## config.mk

```make
export PLATFORM = sky130hd
export DESIGN_NAME = flash_access_protection_ctrl
export DESIGN_NICKNAME = d
export VERILOG_FILES = /design/src/flash_access_pkg.sv /design/src/flash_access_protection_ctrl.sv
export SDC_FILE = /design/constraint.sdc
export NUM_CORES = 1
export LEC_CHECK = 0
export ABC_AREA = 1
export BUFFER_PORTS_ARGS = -buffer_cell sky130_fd_sc_hd__buf_2
export CAP_MARGIN = 20
export CORE_MARGIN = 4
export CORE_UTILIZATION = 58
export DETAILED_ROUTE_END_ITERATION = 16
export GPL_TIMING_DRIVEN = 0
export PLACE_DENSITY = 0.81
export SLEW_MARGIN = 40
export SYNTH_ARGS = -nofsm -noshare
export SYNTH_HDL_FRONTEND = slang
export SYNTH_SLANG_ARGS = --single-unit
```

## constraint.sdc

```tcl
create_clock -name clock -period 12.9 [get_ports clock]
set_input_delay 0.645 -clock clock [delete_from_list [all_inputs] [get_ports clock]]
set_output_delay 0.645 -clock clock [all_outputs]
set_load 0.05 [all_outputs]
```

## src/flash_access_pkg.sv

```systemverilog
// Purpose: Shared constants and carriers for the flash access protection controller.
// Assumes: 16-bit register port, 24-bit CPU byte addresses.
// Notes:   Offsets are register word indices on the plain register port.
package flash_access_pkg;
    // Register offsets on the plain register port.
    localparam logic [3:0] OFS_PROG0_WREN   = 4'h0;
    localparam logic [3:0] OFS_PROG1_WREN   = 4'h1;
    localparam logic [3:0] OFS_DATA_WREN    = 4'h2;
    localparam logic [3:0] OFS_PROG_IBADDR  = 4'h3;
    localparam logic [3:0] OFS_PROG_IBDATA  = 4'h4;
    localparam logic [3:0] OFS_DATA_IBADDR  = 4'h5;
    localparam logic [3:0] OFS_DATA_IBDATA  = 4'h6;
    localparam logic [3:0] OFS_PROG_STATUS  = 4'h7;
    localparam logic [3:0] OFS_DATA_STATUS  = 4'h8;
    localparam logic [3:0] OFS_PROT_WORD    = 4'h9;
    localparam logic [3:0] OFS_PROG_CTRL    = 4'ha;
    localparam logic [3:0] OFS_DATA_CTRL    = 4'hb;
    // Address map.
    localparam logic [23:0] PROG0_BASE     = 24'h000000;
    localparam logic [23:0] PROG1_BASE     = 24'h020000;
    localparam logic [23:0] PROG_LAST      = 24'h03ffff;
    localparam logic [23:0] DATA_BASE      = 24'h0d0000;
    localparam logic [23:0] DATA_LAST      = 24'h0d1fff;
    localparam logic [23:0] BOOT_MAX_LAST  = 24'h0077ff;
    localparam int          BOOT_UNIT_LSB  = 11;     // 2048-byte boot units.
    localparam int          PROG_SECT_LSB  = 13;     // 8K-byte sections.
    localparam int          DATA_SECT_LSB  = 9;      // 512-byte sections.
    // Information block addresses.
    localparam logic [7:0]  FUNC_WORD_ADDR = 8'h7e;
    localparam logic [7:0]  PROT_WORD_ADDR = 8'hfe;
    localparam logic [7:0]  IB1_FIRST      = 8'h80;
    // Protection word fields.
    localparam int          WRP_LSB  = 13;
    localparam int          RDP_LSB  = 10;
    localparam int          BOOT_LSB = 1;
    // Control bits.
    localparam int          CTRL_PE  = 0;
    localparam int          CTRL_MER = 1;
    // Status bits.
    localparam int          STAT_BUSY = 0;
    localparam int          STAT_FULL = 1;
    // Reset values.
    localparam logic [15:0] WREN_RESET = 16'h0000;
    localparam logic [15:0] PROT_ERASED = 16'hffff;
    // Length of one program or erase operation in cycles.
    localparam int          OP_CYCLES = 16;

    // Request towards one flash array.
    typedef struct packed {
        logic        valid;
        logic        erase;      // One: erase, zero: program.
        logic        infoBlock;  // Target is the information block.
        logic        whole;      // Erase covers the main block too.
        logic [23:0] addr;
        logic [15:0] data;
    } flash_req_s;
endpackage

```

## src/flash_access_protection_ctrl.sv

```systemverilog
// Purpose: Access gating, protection decode and write pipelining for program and data flash.
// Assumes: The array model outside performs the actual cell operation when a request fires.
// Notes:   One register port, one clock, no interrupts.
//
// The strobed register port and the register addresses were chosen for this implementation.
`timescale 1ns/1ns
`default_nettype none
module flash_access_protection_ctrl
    import flash_access_pkg::*;
#(
    parameter int OP_LEN = OP_CYCLES        // Cycles per flash operation.
) (
    // Clock and reset.
    input  wire  logic        clock,
    input  wire  logic        reset,
    // Register port.
    input  wire  logic [3:0]  regAddr,
    input  wire  logic [15:0] regWdata,
    input  wire  logic        regWrite,
    input  wire  logic        regRead,
    output logic       [15:0] regRdata,
    // CPU main-block write and erase requests.
    input  wire  logic        cpuWrite,
    input  wire  logic [23:0] cpuAddr,
    input  wire  logic [15:0] cpuWdata,
    // Protection word as stored in the array.
    input  wire  logic [15:0] storedProtWord,
    // Information block read data from the arrays.
    input  wire  logic [15:0] progIbRdata,
    input  wire  logic [15:0] dataIbRdata,
    // Commands to the arrays.
    output flash_req_s        progReq,
    output flash_req_s        dataReq,
    // Protection outputs.
    output logic              debugReadBlock,
    output logic              cpuWriteBlock,
    output logic       [23:0] bootLast
);
    // Per-array pipeline: one running operation and one queued.
    typedef struct packed {
        logic        busy;
        logic        full;
        logic [15:0] count;
        flash_req_s  queued;
    } pipe_s;

    // All module state.
    typedef struct packed {
        logic [15:0] prog0Wren;
        logic [15:0] prog1Wren;
        logic [15:0] dataWren;
        logic [7:0]  progIbAddr;
        logic [7:0]  dataIbAddr;
        logic [1:0]  progCtrl;
        logic [1:0]  dataCtrl;
        logic [15:0] protWord;
        logic        protLoaded;
        pipe_s       progPipe;
        pipe_s       dataPipe;
        flash_req_s  progOut;
        flash_req_s  dataOut;
        logic [15:0] rdata;
    } state_s;

    state_s state;       // Registered state.
    state_s next_state;  // Next value.

    // Majority of three bits zero.
    function automatic logic majorityZero(input logic [2:0] f);
        majorityZero = ((~f[0] & ~f[1]) | (~f[0] & ~f[2]) | (~f[1] & ~f[2]));
    endfunction

    // Push a request into a pipeline; a busy pipe queues it and raises full.
    // A push while already full overwrites the queued request, so software polls full.
    function automatic pipe_s pipePush(input pipe_s p, input flash_req_s r,
                                       output flash_req_s issue);
        pipe_s q;
        q = p;
        issue = '0;
        if (!p.busy) begin
            q.busy  = 1'b1;
            q.count = 16'(OP_LEN);
            issue   = r;
        end else begin
            q.full   = 1'b1;
            q.queued = r;
        end
        pipePush = q;
    endfunction

    // Advance a pipeline by one cycle; a queued request starts when the current ends.
    function automatic pipe_s pipeStep(input pipe_s p, output flash_req_s issue);
        pipe_s q;
        q = p;
        issue = '0;
        if (p.busy) begin
            if (p.count > 16'h0001) begin
                q.count = p.count - 16'h0001;
            end else if (p.full) begin
                q.full   = 1'b0;
                q.count  = 16'(OP_LEN);
                issue    = p.queued;
                q.queued = '0;
            end else begin
                q.busy  = 1'b0;
                q.count = 16'h0000;
            end
        end
        pipeStep = q;
    endfunction

    // Decoded protection from the word latched after reset.
    logic        writeProt;
    logic        readProt;
    logic [23:0] bootEnd;     // First byte after the boot region.

    always_comb begin
        writeProt = majorityZero(state.protWord[WRP_LSB +: 3]);
        readProt  = majorityZero(state.protWord[RDP_LSB +: 3]);
        // Inverted field counts 2048-byte units; at most fifteen, so end is 77FFh.
        bootEnd   = {9'h000, ~state.protWord[BOOT_LSB +: 4], 11'h000};
    end

    // Main next-state logic.
    always_comb begin
        flash_req_s req;
        flash_req_s issueA;
        flash_req_s issueB;
        logic       inProg;
        logic       inData;
        logic       allowed;
        logic [3:0] sect;
        req     = '0;
        issueA  = '0;
        issueB  = '0;
        inProg  = 1'b0;
        inData  = 1'b0;
        allowed = 1'b0;
        sect    = 4'h0;
        next_state = state;
        next_state.progOut = '0;
        next_state.dataOut = '0;
        // Protection word is captured once after reset release only.
        // Latching once keeps a rewritten word from acting before the next reset.
        if (!state.protLoaded) begin
            next_state.protWord   = storedProtWord;
            next_state.protLoaded = 1'b1;
        end
        // Pipelines run independently so data flash works beside program fetches.
        next_state.progPipe = pipeStep(state.progPipe, issueA);
        next_state.dataPipe = pipeStep(state.dataPipe, issueB);
        if (issueA.valid) next_state.progOut = issueA;
        if (issueB.valid) next_state.dataOut = issueB;
        // CPU main-block write or erase.
        if (cpuWrite) begin
            inProg = (cpuAddr <= PROG_LAST);
            inData = (cpuAddr >= DATA_BASE) && (cpuAddr <= DATA_LAST);
            if (inProg) begin
                sect = cpuAddr[PROG_SECT_LSB +: 4];
                allowed = !writeProt && (cpuAddr >= bootEnd) &&
                          (cpuAddr[17] ? state.prog1Wren[sect] : state.prog0Wren[sect]);
                if (state.progCtrl[CTRL_MER]) begin
                    // A module erase needs every section and no boot area in the block.
                    allowed = !writeProt &&
                        (cpuAddr[17] ? (&state.prog1Wren)
                                     : ((&state.prog0Wren) && (bootEnd == 24'h000000)));
                end
            end else if (inData) begin
                sect = cpuAddr[DATA_SECT_LSB +: 4];
                allowed = !writeProt && state.dataWren[sect];
                if (state.dataCtrl[CTRL_MER]) allowed = !writeProt && (&state.dataWren);
            end
            req.valid = 1'b1;
            req.addr  = cpuAddr;
            req.data  = cpuWdata;
            req.erase = inProg ? state.progCtrl[CTRL_MER] : state.dataCtrl[CTRL_MER];
            req.whole = req.erase;
            // Anything blocked is simply never issued.
            if (allowed && inProg) begin
                next_state.progPipe = pipePush(next_state.progPipe, req, issueA);
                if (issueA.valid) next_state.progOut = issueA;
            end else if (allowed && inData) begin
                next_state.dataPipe = pipePush(next_state.dataPipe, req, issueB);
                if (issueB.valid) next_state.dataOut = issueB;
            end
        end
        // Register writes.
        if (regWrite) begin
            case (regAddr)
                OFS_PROG0_WREN:  next_state.prog0Wren  = regWdata;
                OFS_PROG1_WREN:  next_state.prog1Wren  = regWdata;
                OFS_DATA_WREN:   next_state.dataWren   = regWdata;
                OFS_PROG_IBADDR: next_state.progIbAddr = {regWdata[7:1], 1'b0};
                OFS_DATA_IBADDR: next_state.dataIbAddr = {1'b0, regWdata[6:1], 1'b0};
                OFS_PROG_CTRL:   next_state.progCtrl   = regWdata[1:0];
                OFS_DATA_CTRL:   next_state.dataCtrl   = regWdata[1:0];
                OFS_PROG_IBDATA: begin
                    // Block 0 is never written; block 1 follows the last section's enable.
                    req = '0;
                    req.valid     = 1'b1;
                    req.infoBlock = 1'b1;
                    req.addr      = {16'h0000, state.progIbAddr};
                    req.data      = regWdata;
                    req.erase     = state.progCtrl[CTRL_MER];
                    req.whole     = req.erase;
                    allowed = (state.progIbAddr >= IB1_FIRST) && !writeProt &&
                              state.prog1Wren[15] && (!req.erase || bootEnd == 24'h000000);
                    if (allowed) begin
                        next_state.progPipe = pipePush(next_state.progPipe, req, issueA);
                        if (issueA.valid) next_state.progOut = issueA;
                    end
                end
                OFS_DATA_IBDATA: begin
                    req = '0;
                    req.valid     = 1'b1;
                    req.infoBlock = 1'b1;
                    req.addr      = {16'h0000, state.dataIbAddr};
                    req.data      = regWdata;
                    req.erase     = state.dataCtrl[CTRL_MER];
                    req.whole     = req.erase;
                    if (!writeProt) begin
                        next_state.dataPipe = pipePush(next_state.dataPipe, req, issueB);
                        if (issueB.valid) next_state.dataOut = issueB;
                    end
                end
                default: ;
            endcase
        end
        // Register reads, answered in the next cycle.
        // Unmapped indices read as zero so software never sees stale data.
        next_state.rdata = 16'h0000;
        if (regRead) begin
            case (regAddr)
                OFS_PROG0_WREN:  next_state.rdata = state.prog0Wren;
                OFS_PROG1_WREN:  next_state.rdata = state.prog1Wren;
                OFS_DATA_WREN:   next_state.rdata = state.dataWren;
                OFS_PROG_IBADDR: next_state.rdata = {8'h00, state.progIbAddr};
                OFS_DATA_IBADDR: next_state.rdata = {8'h00, state.dataIbAddr};
                OFS_PROG_IBDATA: next_state.rdata = progIbRdata;
                OFS_DATA_IBDATA: next_state.rdata = dataIbRdata;
                OFS_PROG_STATUS: next_state.rdata = {14'h0000, state.progPipe.full,
                                                     state.progPipe.busy};
                OFS_DATA_STATUS: next_state.rdata = {14'h0000, state.dataPipe.full,
                                                     state.dataPipe.busy};
                OFS_PROT_WORD:   next_state.rdata = state.protWord;
                OFS_PROG_CTRL:   next_state.rdata = {14'h0000, state.progCtrl};
                OFS_DATA_CTRL:   next_state.rdata = {14'h0000, state.dataCtrl};
                default:         next_state.rdata = 16'h0000;
            endcase
        end
    end

    // State register; the erased protection word is the safe value until loaded.
    always_ff @(posedge clock or posedge reset) begin
        if (reset) begin
            state           <= '0;
            state.prog0Wren <= WREN_RESET;
            state.prog1Wren <= WREN_RESET;
            state.dataWren  <= WREN_RESET;
            state.protWord  <= PROT_ERASED;
        end else begin
            state <= next_state;
        end
    end

    // Outputs straight from flip-flops, except decoded protection levels and bootLast.
    assign regRdata       = state.rdata;
    assign progReq        = state.progOut;
    assign dataReq        = state.dataOut;
    assign debugReadBlock = readProt;
    assign cpuWriteBlock  = writeProt;
    assign bootLast       = bootEnd - 24'h000001;

    // Checks.
    chk_boot_never_written: assert property (@(posedge clock) disable iff (reset)
        (cpuWrite && cpuAddr < bootEnd) |=> !progReq.valid || progReq.addr != $past(cpuAddr))
        else $error("boot region write was issued");
    chk_wren_after_reset: assert property (@(posedge clock) $fell(reset) |->
        state.prog0Wren == 16'h0000 && state.prog1Wren == 16'h0000 &&
        state.dataWren == 16'h0000)
        else $error("section enables not clear after reset");
    chk_global_block: assert property (@(posedge clock) disable iff (reset)
        writeProt && !state.progPipe.busy && !state.dataPipe.busy |=>
        !progReq.valid && !dataReq.valid)
        else $error("write issued under global protection");
    chk_section_gate: assert property (@(posedge clock) disable iff (reset)
        (cpuWrite && cpuAddr >= DATA_BASE && cpuAddr <= DATA_LAST && !state.dataCtrl[CTRL_MER]
         && !state.dataWren[cpuAddr[DATA_SECT_LSB +: 4]] && !state.dataPipe.busy) |=>
        !dataReq.valid)
        else $error("disabled data section accepted a write");
    chk_boot_limit: assert property (@(posedge clock) bootLast <= BOOT_MAX_LAST ||
        bootLast == 24'hffffff)
        else $error("boot region past maximum");
    chk_full_needs_busy: assert property (@(posedge clock) disable iff (reset)
        state.progPipe.full |-> state.progPipe.busy)
        else $error("full without busy");
    chk_full_clears: assert property (@(posedge clock) disable iff (reset)
        $rose(state.dataPipe.full) |-> ##[1:40] !state.dataPipe.full)
        else $error("pipeline full never cleared");
    chk_prot_stable: assert property (@(posedge clock) disable iff (reset)
        state.protLoaded && $past(state.protLoaded) |-> $stable(state.protWord))
        else $error("protection word changed without reset");
    chk_info0_ro: assert property (@(posedge clock) disable iff (reset)
        (regWrite && regAddr == OFS_PROG_IBDATA && state.progIbAddr < IB1_FIRST &&
         !state.progPipe.busy) |=> !progReq.valid)
        else $error("info block 0 written");
    // Coverage of the main scenarios: queued, concurrent, coupled and dropped requests.
    cov_data_write: cover property (@(posedge clock) disable iff (reset) dataReq.valid);
    cov_data_beside_prog: cover property (@(posedge clock) disable iff (reset)
        dataReq.valid && state.progPipe.busy);
    cov_boot_drop: cover property (@(posedge clock) disable iff (reset)
        cpuWrite && cpuAddr < bootEnd);
    cov_prog_full: cover property (@(posedge clock) disable iff (reset) state.progPipe.full);
    cov_info_erase: cover property (@(posedge clock) disable iff (reset)
        progReq.valid && progReq.infoBlock && progReq.erase);
endmodule
`default_nettype wire

```

=== After elaboration in Yosys (flattened, before gate mapping) ===
Index checks and enable logic that the tools add are counted.
W data, S select, Z words.

* Input bits: 113
* Output and inout bits: 130
* Register bits: 310

* Bitwise gates (word level): 17
* Order comparisons: 9
* Reduce and logical (&&, ||, !) cells: 27
* Equality and inequality tests: 11
* Add/sub/neg operators: 3
* Mux-type cells: 85

{| class="wikitable"
|+ Operator list
! cell !! number
|-
| $mux W44 || 42
|-
| $mux W62 || 9
|-
| $mux W212 || 2
|-
| $pmux W16 S12 || 1
|-
| $mux W16 || 7
|-
| $reduce_and A16 Y1 || 3
|-
| $gt A16 B1 Y1 const B || 2
|-
| $sub A16 B1 Y16 const B || 2
|-
| $ge A24 B15 Y1 || 1
|-
| $ge A24 B20 Y1 const B || 1
|-
| $le A24 B18 Y1 const B || 1
|-
| $le A24 B20 Y1 const B || 1
|-
| $logic_not A24 Y1 || 1
|-
| $mux W1 || 17
|-
| $eq A4 B3 Y1 const B || 4
|-
| $eq A4 B4 Y1 const B || 4
|-
| $sub A15 B1 Y16 const B || 1
|-
| $reduce_and A2 Y1 || 7
|-
| $bmux W1 S4 || 3
|-
| $logic_and A1 B1 Y1 || 12
|-
| $lt A4 B5 Y1 const B || 2
|-
| $mux W5 || 2
|-
| $eq A4 B2 Y1 const B || 2
|-
| $ge A8 B8 Y1 const B || 1
|-
| other kinds (9) || 24
|}

=== Longest topological paths before layout ===
Gate-level depths: netlist of run 1.

* Depth in word-level cells: 26
* Depth in mapped cells: 21
* Gate-level depth less buffers: 20

=== Worst setup path after synthesis of run 1 ===
No wires, ideal clock.

* Path kind: flip-flop to output port
* From: register state[230] (netlist bit)
* To: output bootLast[16]
* Stages on the path, launching flop included: 5
* Arrival: 2027 ps
* Setup slack: 10228 ps
* Path through: dfstp_2 -> ha_1 -> inv_1 -> nor2_1 -> buf_4

* Longest elaborated chain between the ends: 2

{| class="wikitable"
|+ RTL lines
! what !! line !! source
|-
| from (decl) || flash_access_protection_ctrl.sv:65 || <nowiki>state_s state;</nowiki>
|-
| from (signal assigned) || flash_access_protection_ctrl.sv:262 || <nowiki>state <= next_state;</nowiki>
|-
| $not A4 Y4 || flash_access_protection_ctrl.sv:121 || <nowiki>bootEnd = {9'h000, ~state.protWord[BOOT_LSB +: 4], 11'h000};</nowiki>
|-
| $sub A15 B1 Y16 || flash_access_protection_ctrl.sv:272 || <nowiki>assign bootLast = bootEnd - 24'h000001;</nowiki>
|-
| to (decl) || flash_access_protection_ctrl.sv:37 || <nowiki>output logic [23:0] bootLast</nowiki>
|}

Every way passes these cells.

==> impl_metrics.json, run 1 <==
{
  "status": "complete, no violations",
  "netSwitchingPower_mw": 0.745,
  "rsz0062_at_grt": "no",
  "tritoncts": "built",
  "synth-main-ff-cell": "dfrtp_1",
  "synthCells": 2242,
  "dp.final_hpwl_um": 43900,
  "cts_max_level": 2,
  "final.period_utilization_pct": 23.4,
  "postLayoutSetupSlackWorst_ns": 9.88,
  "critPathMaxFanout": 10,
  "end_kind": "flop",
  "drtAntennaViolNets": 0,
  "crit_required_ns": 13.30,
  "place_ws_ns": 9.59,
  "maxSlewHeadroom_pct": 44.7,
  "async_flop_share_pct": 100,
  "port-buffer-count": 228,
  "power_mw": 2.53,
  "clock_latency_ns": 0.53,
  "vias": 16595,
  "synth_area_leaders": "dfrtp_1, nand2_1, buf_4, inv_1, o21ai_0",
  "synth_edf_count": 0,
  "layout-drive-gt1-share_pct": 21.4,
  "cts_resized": 0,
  "initial_utilization_pct": 59.3,
  "hold_violations": 0,
  "coreArea_um2": 28900,
  "grt_max_degree": 85,
  "fp.dieH_um": 180,
  "synth_area_um2": 17100,
  "cts_buffer_depth": 3,
  "crit_arrival_ns": 3.41,
  "overflow": 0,
  "ir_drop_v": 0.0000940,
  "antenna_found_initial": 1,
  "yosys.cell_count.top_type": "nand2_1",
  "regToRegSetupSlack_ns": 9.88,
  "die_w_um": 180,
  "avgSynthCellArea_um2": 7.63,
  "drc": 0,
  "p_seq_share_pct": 46.3,
  "yosysTopAreaCell": "dfrtp_1",
  "synth.distinct_cells": 55,
  "ys_top_cells_by_count": "nand2_1, dfrtp_1, inv_1",
  "intPower_mw": 1.79,
  "place_congestion": 1.05,
  "dieArea_um2": 32300,
  "area_delta_synth_final_pct": 17.1,
  "layout_min_cycle_time_ns": 3.02,
  "numClockSinks": 310,
  "holdBufCountCts": 0,
  "worst-setup-path-type": "flop to flop",
  "grt_pass1_wl_um": 89700,
  "ios": 243,
  "drt_first_pass_iters": 6,
  "drt_wl_total_um": 58200,
  "vias_per_cell": 5.65,
  "startpoint_type": "flop",
  "power.leakage_nw": 11.1,
  "maxCapViolCount": 0,
  "setup_violations": 0,
  "hold_path.class": "primary input to asynchronous set/reset pin",
  "cts_buffers": 37,
  "nets": 2647,
  "switching_share_pct": 29.4,
  "wl_per_cell_um": 19.8,
  "cts.clk_slew.worst_paths_ns": 0.06,
  "synth_top_area_share_pct": 43.0,
  "slew_violations": 0,
  "postCtsSetupRepairBufs": 0,
  "combPwrFrac_pct": 14.3,
  "grt.total_usage_pct": 35.0,
  "std_cell_rows": 62,
  "grt_pass1_vias": 16389,
  "seq_area_frac_synth_pct": 45.5,
  "powerDensity_nw_per_um2": 126,
  "skew_ns": 0.0277,
  "tns_ns": 0,
  "ys_seq_elements": 310,
  "max_freq_ghz": 0.331,
  "tightest_slew_ns": 0.821,
  "drtIter0Drc": 1883,
  "pwr-share-clk_pct": 39.4,
  "yosys_warnings": 0,
  "cts_root_buf": "clkbuf_16"
}
## power groups by stage
stage	Clock, mW	Combinational, mW	Sequential, mW
after floorplan	0	0.254	1.15
after global placement	0	0.338	1.18
after detailed placement	0	0.354	1.18
after CTS	1.00	0.357	1.17
after global routing	1.04	0.406	1.18
final	0.996	0.363	1.17
## per-stage QoR
stage          cell area [um^2]  util (%)  hold slack [ns]  instances
2_1_floorplan             17100         -            0.449       2253
3_3_place_gp              18800      65.0            0.464       2865
3_5_place_dp              18900      65.4            0.468       2869
4_1_cts                   20000      69.4           0.0477       2935
5_1_grt                   20000      69.4           0.0529       2936
6_report                  20000      69.4           0.0510       2936
## placed cells by master (no fill, tap or decap), types with 16 or more instances in the layout
cell type  instances
a31oi_1           22
buf_2            267
o21ai_0          163
nor3_1            27
inv_1            246
a221oi_1          16
nand2_1          630
buf_6             16
clkbuf_1          55
o21ai_1           23
buf_4            131
dfrtp_1          294
dfstp_2           16
clkbuf_16         39
nand3_1          152
nor2_1           209
a21oi_1           39
nand4_1           20
## critical path, stage by stage, from the launching register on
cell,delay (ns)
dfstp_2,0.66
ha_1,0.20
inv_1,0.04
nor2_1,0.26
nand4_1,0.17
nor2_1,0.12
nor2_1,0.07
nor2_2,0.38
nand2_2,0.17
nand4_1,0.21
buf_2,0.28
o21ai_0,0.11
o21ai_0,0.09
nand2_1,0.11
## area by class of cell
class / count / area (um^2)
diodes: 1 / 2.50
plain buffers: 227 / 1510
clock buffers: 60 / 1100
clock inverters: 6 / 40.0
fillers: 2401 / 8830
inverters: 259 / 982
multi-input cells: 1457 / 6880
flip-flops and latches: 310 / 7780
well taps: 384 / 480
repair buffers: 232 / 1250
## flip-flops by register name, summed over array words and instances, names as in the netlist
name      count
progReq      44
state       206
regRdata     16
dataReq      44
## layer usage
metal | up-vias | global-route usage [%] | share of wire [%]
li1 | 7568 | - | -
met1 | 7784 | 43.2 | 37
met2 | 1019 | 58.4 | 47
met3 | 224 | 6.29 | 9.4
met4 | 0 | 19.4 | 6.6
met5 | - | 0 | 0
## final timing paths
| path | from | endpoint | depth (start not counted) |
|---|---|---|---|
| max in group asynchronous | reset | state[244] | 4 |
| min | reset | state[144] | 2 |
| min reg2reg | state[138] | dataReq[34] | 2 |
| max | state[231] | dataReq[18] | 13 |
| max reg2reg | state[231] | dataReq[18] | 13 |
| min in group clock | storedProtWord[10] | state[239] | 3 |
## cells by family after synthesis
kind of cell	synth area share, %
AOI/OAI and AO/OA	10.4
muxes	0.790
adders and majority gates	0.732
xor gates and xnor gates	1.02
buffers and inverters	14.5
DFF	45.5
and+or+nand+nor	27.0
other	0.0219
(Power assumes the default switching activity.)
==> inputs of run 2 (changes only) <==
clock period = 3.2 ns   (was 12.9 ns; I/O delays follow)
==> run 2 against run 1 <==
Register-to-register slack got worse by 9.7 ns. Non-clock buffer count increased by 81. Flip-flop and latch count unchanged. Cell count increased by 2.6%. Largest power group unchanged.
==> impl_metrics.json, run 2 (synthesized netlist as in run 1, its figures left out) <==
{
  "powerDensity_nw_per_um2": 501,
  "layout.cells.most_common": "nand2_1",
  "multi_input_area_um2": 6880,
  "tritoncts": "built",
  "cts.clk_slew.worst_paths_ns": 0.06,
  "maxSlewHeadroom_pct": 43.1,
  "finalInstanceArea_um2": 21000,
  "worst_path_max_delay_cell": "dfstp_2",
  "cts_root_buf": "clkbuf_16",
  "slowest_delay_ns": 0.66,
  "grt.total_usage_pct": 37.1,
  "postLayoutSetupSlackWorst_ns": 0.191,
  "place_ws_ns": 0.291,
  "status": "complete, no violations",
  "crit_arrival_ns": 3.40,
  "drt_wl_total_um": 61700,
  "skew_ns": 0.0139,
  "fin_util_pct": 72.9,
  "clock_latency_ns": 0.53,
  "drt_first_pass_iters": 6,
  "power_mw": 10.5,
  "crit_chain": "ha_1 > inv_1 > nor2_1 > nand4_1 > nor2_1 > nor2_1 > nor2_2 > nand2_2 > nand4_4 > nor2_2 > buf_2 > o21ai_0 > nand2_1",
  "worst-setup-path-type": "flop to flop",
  "grt_pass1_wl_um": 94800,
  "coreArea_um2": 28900,
  "drc": 0,
  "port-buffer-count": 228,
  "ir_drop_v": 0.000470,
  "tightest_slew_ns": 0.845,
  "rsz0062_at_grt": "no",
  "die_w_um": 180,
  "cts_buffers": 35,
  "layout_min_cycle_time_ns": 3.01,
  "cts_resized": 0,
  "cts_buffer_depth": 3,
  "nets": 2726,
  "tns_ns": 0,
  "setup_violations": 0,
  "vias_per_cell": 5.73,
  "regMostFlops": "state",
  "dieArea_um2": 32300,
  "layout-drive-gt1-share_pct": 21.4,
  "final_cells": 3013,
  "path_common_cell": "nor2_1",
  "overflow": 0,
  "drtIter0Drc": 2080,
  "maxCapViolCount": 0,
  "power.leakage_nw": 11.5,
  "dpl_cell_area_um2": 19100,
  "final.period_utilization_pct": 94.0,
  "ios": 243,
  "wl_per_cell_um": 20.5,
  "numClockSinks": 310,
  "drtAntennaViolNets": 0,
  "hold_path.class": "primary input to flop",
  "initial_utilization_pct": 59.3,
  "end_kind": "flop",
  "fp.dieH_um": 180,
  "antenna_found_initial": 2,
  "critPathMaxFanout": 10,
  "hold_slack_ns": 0.00522,
  "final_cell_mix": "nand2_1, dfrtp_1, buf_2",
  "slew_violations": 0,
  "crit_required_ns": 3.59,
  "seq_area_um2": 7780,
  "grt_pass1_vias": 16921,
  "grt_max_degree": 29,
  "std_cell_rows": 62,
  "largest_register_ffs": 206,
  "dp.final_hpwl_um": 45500,
  "cts_max_level": 2,
  "n_fill_cell": 2304,
  "place_congestion": 1.00,
  "max_freq_ghz": 0.332,
  "area_delta_synth_final_pct": 23.0,
  "hold_violations": 0,
  "startpoint_type": "flop",
  "placedCellCount": 2879,
  "vias": 17268
}
## run 2: final timing paths
path                                   from          end  slack (ns)  cells after the start
min in group asynchronous             reset   state[217]        0.13                      3
worst max register to register   state[231]  dataReq[12]        0.19                     13
worst min register to register   state[203]  progReq[37]        0.49                      2
worst min-delay path            cpuAddr[12]   state[194]       0.005                      3
max in group asynchronous             reset   state[229]        2.00                      7
worst max-delay path             state[231]  dataReq[12]        0.19                     13
## run 2: layer usage
| layer | wire length, um | part of all wire, % | vias to the layer above | global-route usage (%) |
|---|---|---|---|---|
| met5 | 0 | 0 | - | 0 |
| met3 | 6080 | 9.9 | 289 | 7.05 |
| met2 | 29300 | 47 | 1165 | 61.4 |
| li1 | - | - | 7719 | - |
| met4 | 4270 | 6.9 | 0 | 21.4 |
| met1 | 22100 | 36 | 8095 | 45.6 |
## run 2: timing repair
action / CTS / global route
setup buffers: 0 / 0
hold buffers: 71 / 0
hold endpoints to repair: 120 / 0
endpoints found under the setup margin: 0 / 0
## run 2: layout make-up
class,count,area share [%]
Multi-Input combinational cell,1457,32.7
Buffer,227,7.19
Sequential cell,310,37.0
Clock buffer,51,5.08
Clock inverter,11,0.655
Inverter,259,4.65
Timing Repair Buffer,313,10.4
Antenna cell,1,0.0119
Tap cell,384,2.29
## run 2: power breakdown
| part | total (mW) | internal, mW | switching (mW) |
|---|---|---|---|
| clock network | 4.22 | 2.56 | 1.67 |
| registers | 4.73 | 4.33 | 0.398 |
| logic | 1.59 | 0.591 | 0.996 |
## run 2: critical path, delay by kind of cell (launching register included)
family	cells	cell delay, ns
AO/OA/AOI/OAI	1	0.24
adder cells (fa/ha/maj)	1	0.18
buffers and inverters	2	0.27
flip-flops	1	0.66
AND/OR/NAND/NOR	9	1.54
==> inputs of run 3 (changes only) <==
ABC_AREA = 0   (was 1)
CORE_ASPECT_RATIO = 0.5   (was unset)
CORE_UTILIZATION = 57   (was 58)
PLACE_DENSITY = 0.78   (was 0.81)
==> run 3 against run 2 <==
Routed wire length decreased by 20%. Power is 10% lower. Non-clock buffer count is 5 lower. Clock power down 21%. Cell count down 28%. Die area fell by 8.0%. Global-route usage down 4.6 points. Critical path depth fell by 5. Cell area fell by 9.5%. Combinational power down 9%. Sequential share of layout area rose by 3.9 points. Register-to-register slack got worse by 0.15 ns. Critical path type unchanged. Highest routed layer is now met5.
==> impl_metrics.json, run 3 <==
{
  "cts_buffers": 27,
  "largest_register_ffs": 206,
  "layout_min_cycle_time_ns": 3.16,
  "final_cells": 2170,
  "synth-adder-area-share_pct": 0.883,
  "p_seq_share_pct": 49.7,
  "ir_drop_v": 0.000396,
  "synth_area_leaders": "dfrtp_1, mux2_2, buf_4, nand2_1, dfstp_2",
  "synth_area_um2": 15300,
  "power_mw": 9.49,
  "numClockSinks": 310,
  "powerDensity_nw_per_um2": 498,
  "worst-setup-path-type": "flop to flop",
  "max_freq_ghz": 0.317,
  "dieArea_um2": 29700,
  "dp.final_hpwl_um": 35000,
  "skew_ns": 0.0179,
  "hold_path.class": "primary input to flop",
  "avgSynthCellArea_um2": 10.7,
  "drtAntennaViolNets": 0,
  "slew_violations": 0,
  "path_common_cell": "a21oi_1",
  "drt_first_pass_iters": 9,
  "ios": 243,
  "initial_utilization_pct": 57.9,
  "drtIter0Drc": 2035,
  "maxCapViolCount": 0,
  "coreArea_um2": 26400,
  "cts_root_buf": "clkbuf_16",
  "maxSlewHeadroom_pct": 40.5,
  "cts_buffer_depth": 3,
  "crit_chain": "nand4_1 > nor4_1 > and2_1 > o21ai_4 > a21oi_1 > clkbuf_2 > clkbuf_1 > a21oi_1",
  "place_congestion": 1.00,
  "regMostFlops": "state",
  "port-buffer-count": 220,
  "synth.distinct_cells": 68,
  "crit_required_ns": 3.62,
  "std_cell_rows": 42,
  "synthSimpleGateAreaFrac_pct": 14.1,
  "end_kind": "flop",
  "wl_per_cell_um": 22.6,
  "synth_top_family_by_area": "simple AND/OR/NAND/NOR gates",
  "synthCells": 1434,
  "ys_seq_elements": 310,
  "area_delta_synth_final_pct": 24.3,
  "synth_compound_gate_area_share_pct": 12.9,
  "critPathMaxFanout": 10,
  "clock_latency_ns": 0.56,
  "synth_edf_count": 0,
  "final.period_utilization_pct": 98.7,
  "slowest_delay_ns": 0.65,
  "die_w_um": 240,
  "crit_arrival_ns": 3.58,
  "seq_area_frac_synth_pct": 50.8,
  "pwr-share-clk_pct": 35.0,
  "synth_xor_xnor_area_share_pct": 1.54,
  "synth_top_area_share_pct": 48.1,
  "grt_pass1_wl_um": 74200,
  "layout-drive-gt1-share_pct": 32.8,
  "antenna_found_initial": 6,
  "yosysTopAreaCell": "dfrtp_1",
  "grt_max_degree": 29,
  "vias": 13379,
  "tritoncts": "built",
  "grt.total_usage_pct": 32.5,
  "nets": 1917,
  "vias_per_cell": 6.17,
  "grt_pass1_vias": 13087,
  "async_flop_share_pct": 100,
  "status": "complete, no violations",
  "fp.dieH_um": 124,
  "synthMuxAreaShare_pct": 10.1,
  "cts.clk_slew.worst_paths_ns": 0.07,
  "tightest_slew_ns": 0.892,
  "tns_ns": 0,
  "combPwrFrac_pct": 15.3,
  "cts_max_level": 1,
  "crit_family": "simple AND/OR/NAND/NOR gates",
  "switching_share_pct": 28.6,
  "crit_buf_inv": 2,
  "yosys_warnings": 0,
  "worst_path_max_delay_cell": "nor4_1",
  "yosys.cell_count.top_type": "dfrtp_1",
  "synth-main-ff-cell": "dfrtp_1",
  "startpoint_type": "flop",
  "intPower_mw": 6.77,
  "netSwitchingPower_mw": 2.72,
  "hold_violations": 0,
  "layout.cells.most_common": "dfrtp_1",
  "placedCellCount": 2029,
  "drt_wl_total_um": 49100,
  "drc": 0,
  "ys_top_cells_by_count": "dfrtp_1, buf_4, nand2_1",
  "overflow": 0,
  "final_cell_mix": "dfrtp_1, buf_2, buf_4",
  "power.leakage_nw": 9.57,
  "setup_violations": 0
}
-- run 3: cell count changes in the layout (fill, tap and decap cells not counted), sizes merged, moves of 75 or more --
cell / change
nor2: -116
o21ai: -167
inv: -215
nand3: -108
nand2: -526
mux2: +75
-- run 3: final cells by class --
cell class	instances	area, um^2
buffer	215	1330
clock buffer	38	787
fill	1853	7400
sequential	310	7780
multi-input combinational	878	6190
antenna	3	7.51
timing repair buffer	320	2230
tap	352	440
clock inverter	12	103
inverter	42	161
-- run 3: final timing paths --
check                          startpoint  depth (start not counted)  slack [ns]           to
min in group asynchronous           reset                          3        0.20   state[130]
max in group asynchronous           reset                          9        1.36   state[241]
max                            state[274]                          8        0.04   state[131]
min reg2reg                    state[135]                          1        0.47  dataReq[31]
min                        dataIbRdata[3]                          3        0.02  regRdata[3]
max reg2reg                    state[274]                          8        0.04   state[131]
-- run 3: power by group through the flow --
stage | combinational [mW] | sequential, mW | clock (mW)
2_1_floorplan | 0.934 | 4.58 | 0
3_3_place_gp | 1.23 | 4.73 | 0
3_5_place_dp | 1.32 | 4.75 | 0
4_1_cts | 1.41 | 4.68 | 3.33
5_1_grt | 1.55 | 4.74 | 3.49
6_report | 1.45 | 4.72 | 3.32
-- run 3: layer usage --
metal | wire length, um | GRT usage (%)
met5 | 9 | 0
met2 | 22000 | 49.7
met3 | 5670 | 7.88
met1 | 19500 | 45.9
met4 | 1890 | 11.4
-- run 3: logic make-up after synthesis --
| kind of cell | Yosys count |
|---|---|
| and+or+nand+nor | 429 |
| other | 1 |
| xor gates and xnor gates | 27 |
| adders and majority gates | 11 |
| DFF | 310 |
| buffers and inverters | 257 |
| AOI/OAI and AO/OA | 271 |
| muxes | 128 |
-- run 3: tightest hold or removal path, cell delays in order --
cell	delay, ns
buf_2	0.09
a22oi_1	0.08
a31oi_1	0.19
-- run 3: per-stage QoR --
| step | area, um^2 | hold WS (ns) | setup slack (ns) | util [%] |
|---|---|---|---|---|
| after floorplan | 15400 | 0.265 | -1.07 | - |
| after detailed placement | 17200 | 0.243 | -0.470 | 65.0 |
| after CTS | 18900 | 0.00601 | 0.00402 | 71.4 |
| final | 19000 | 0.0207 | 0.0423 | 72.0 |
| after global routing | 19000 | 0.0433 | -0.0182 | 72.0 |
| after global placement | 16900 | 0.397 | -2.62 | 63.9 |
-- run 3: repair_timing --
action / CTS / global route
setup buffers: 0 / 9
hold endpoints to repair: 160 / 1
hold buffers: 78 / 1
endpoints found under the setup margin: 51 / 172
pin swaps: 0 / 5
resized for setup: 11 / 29
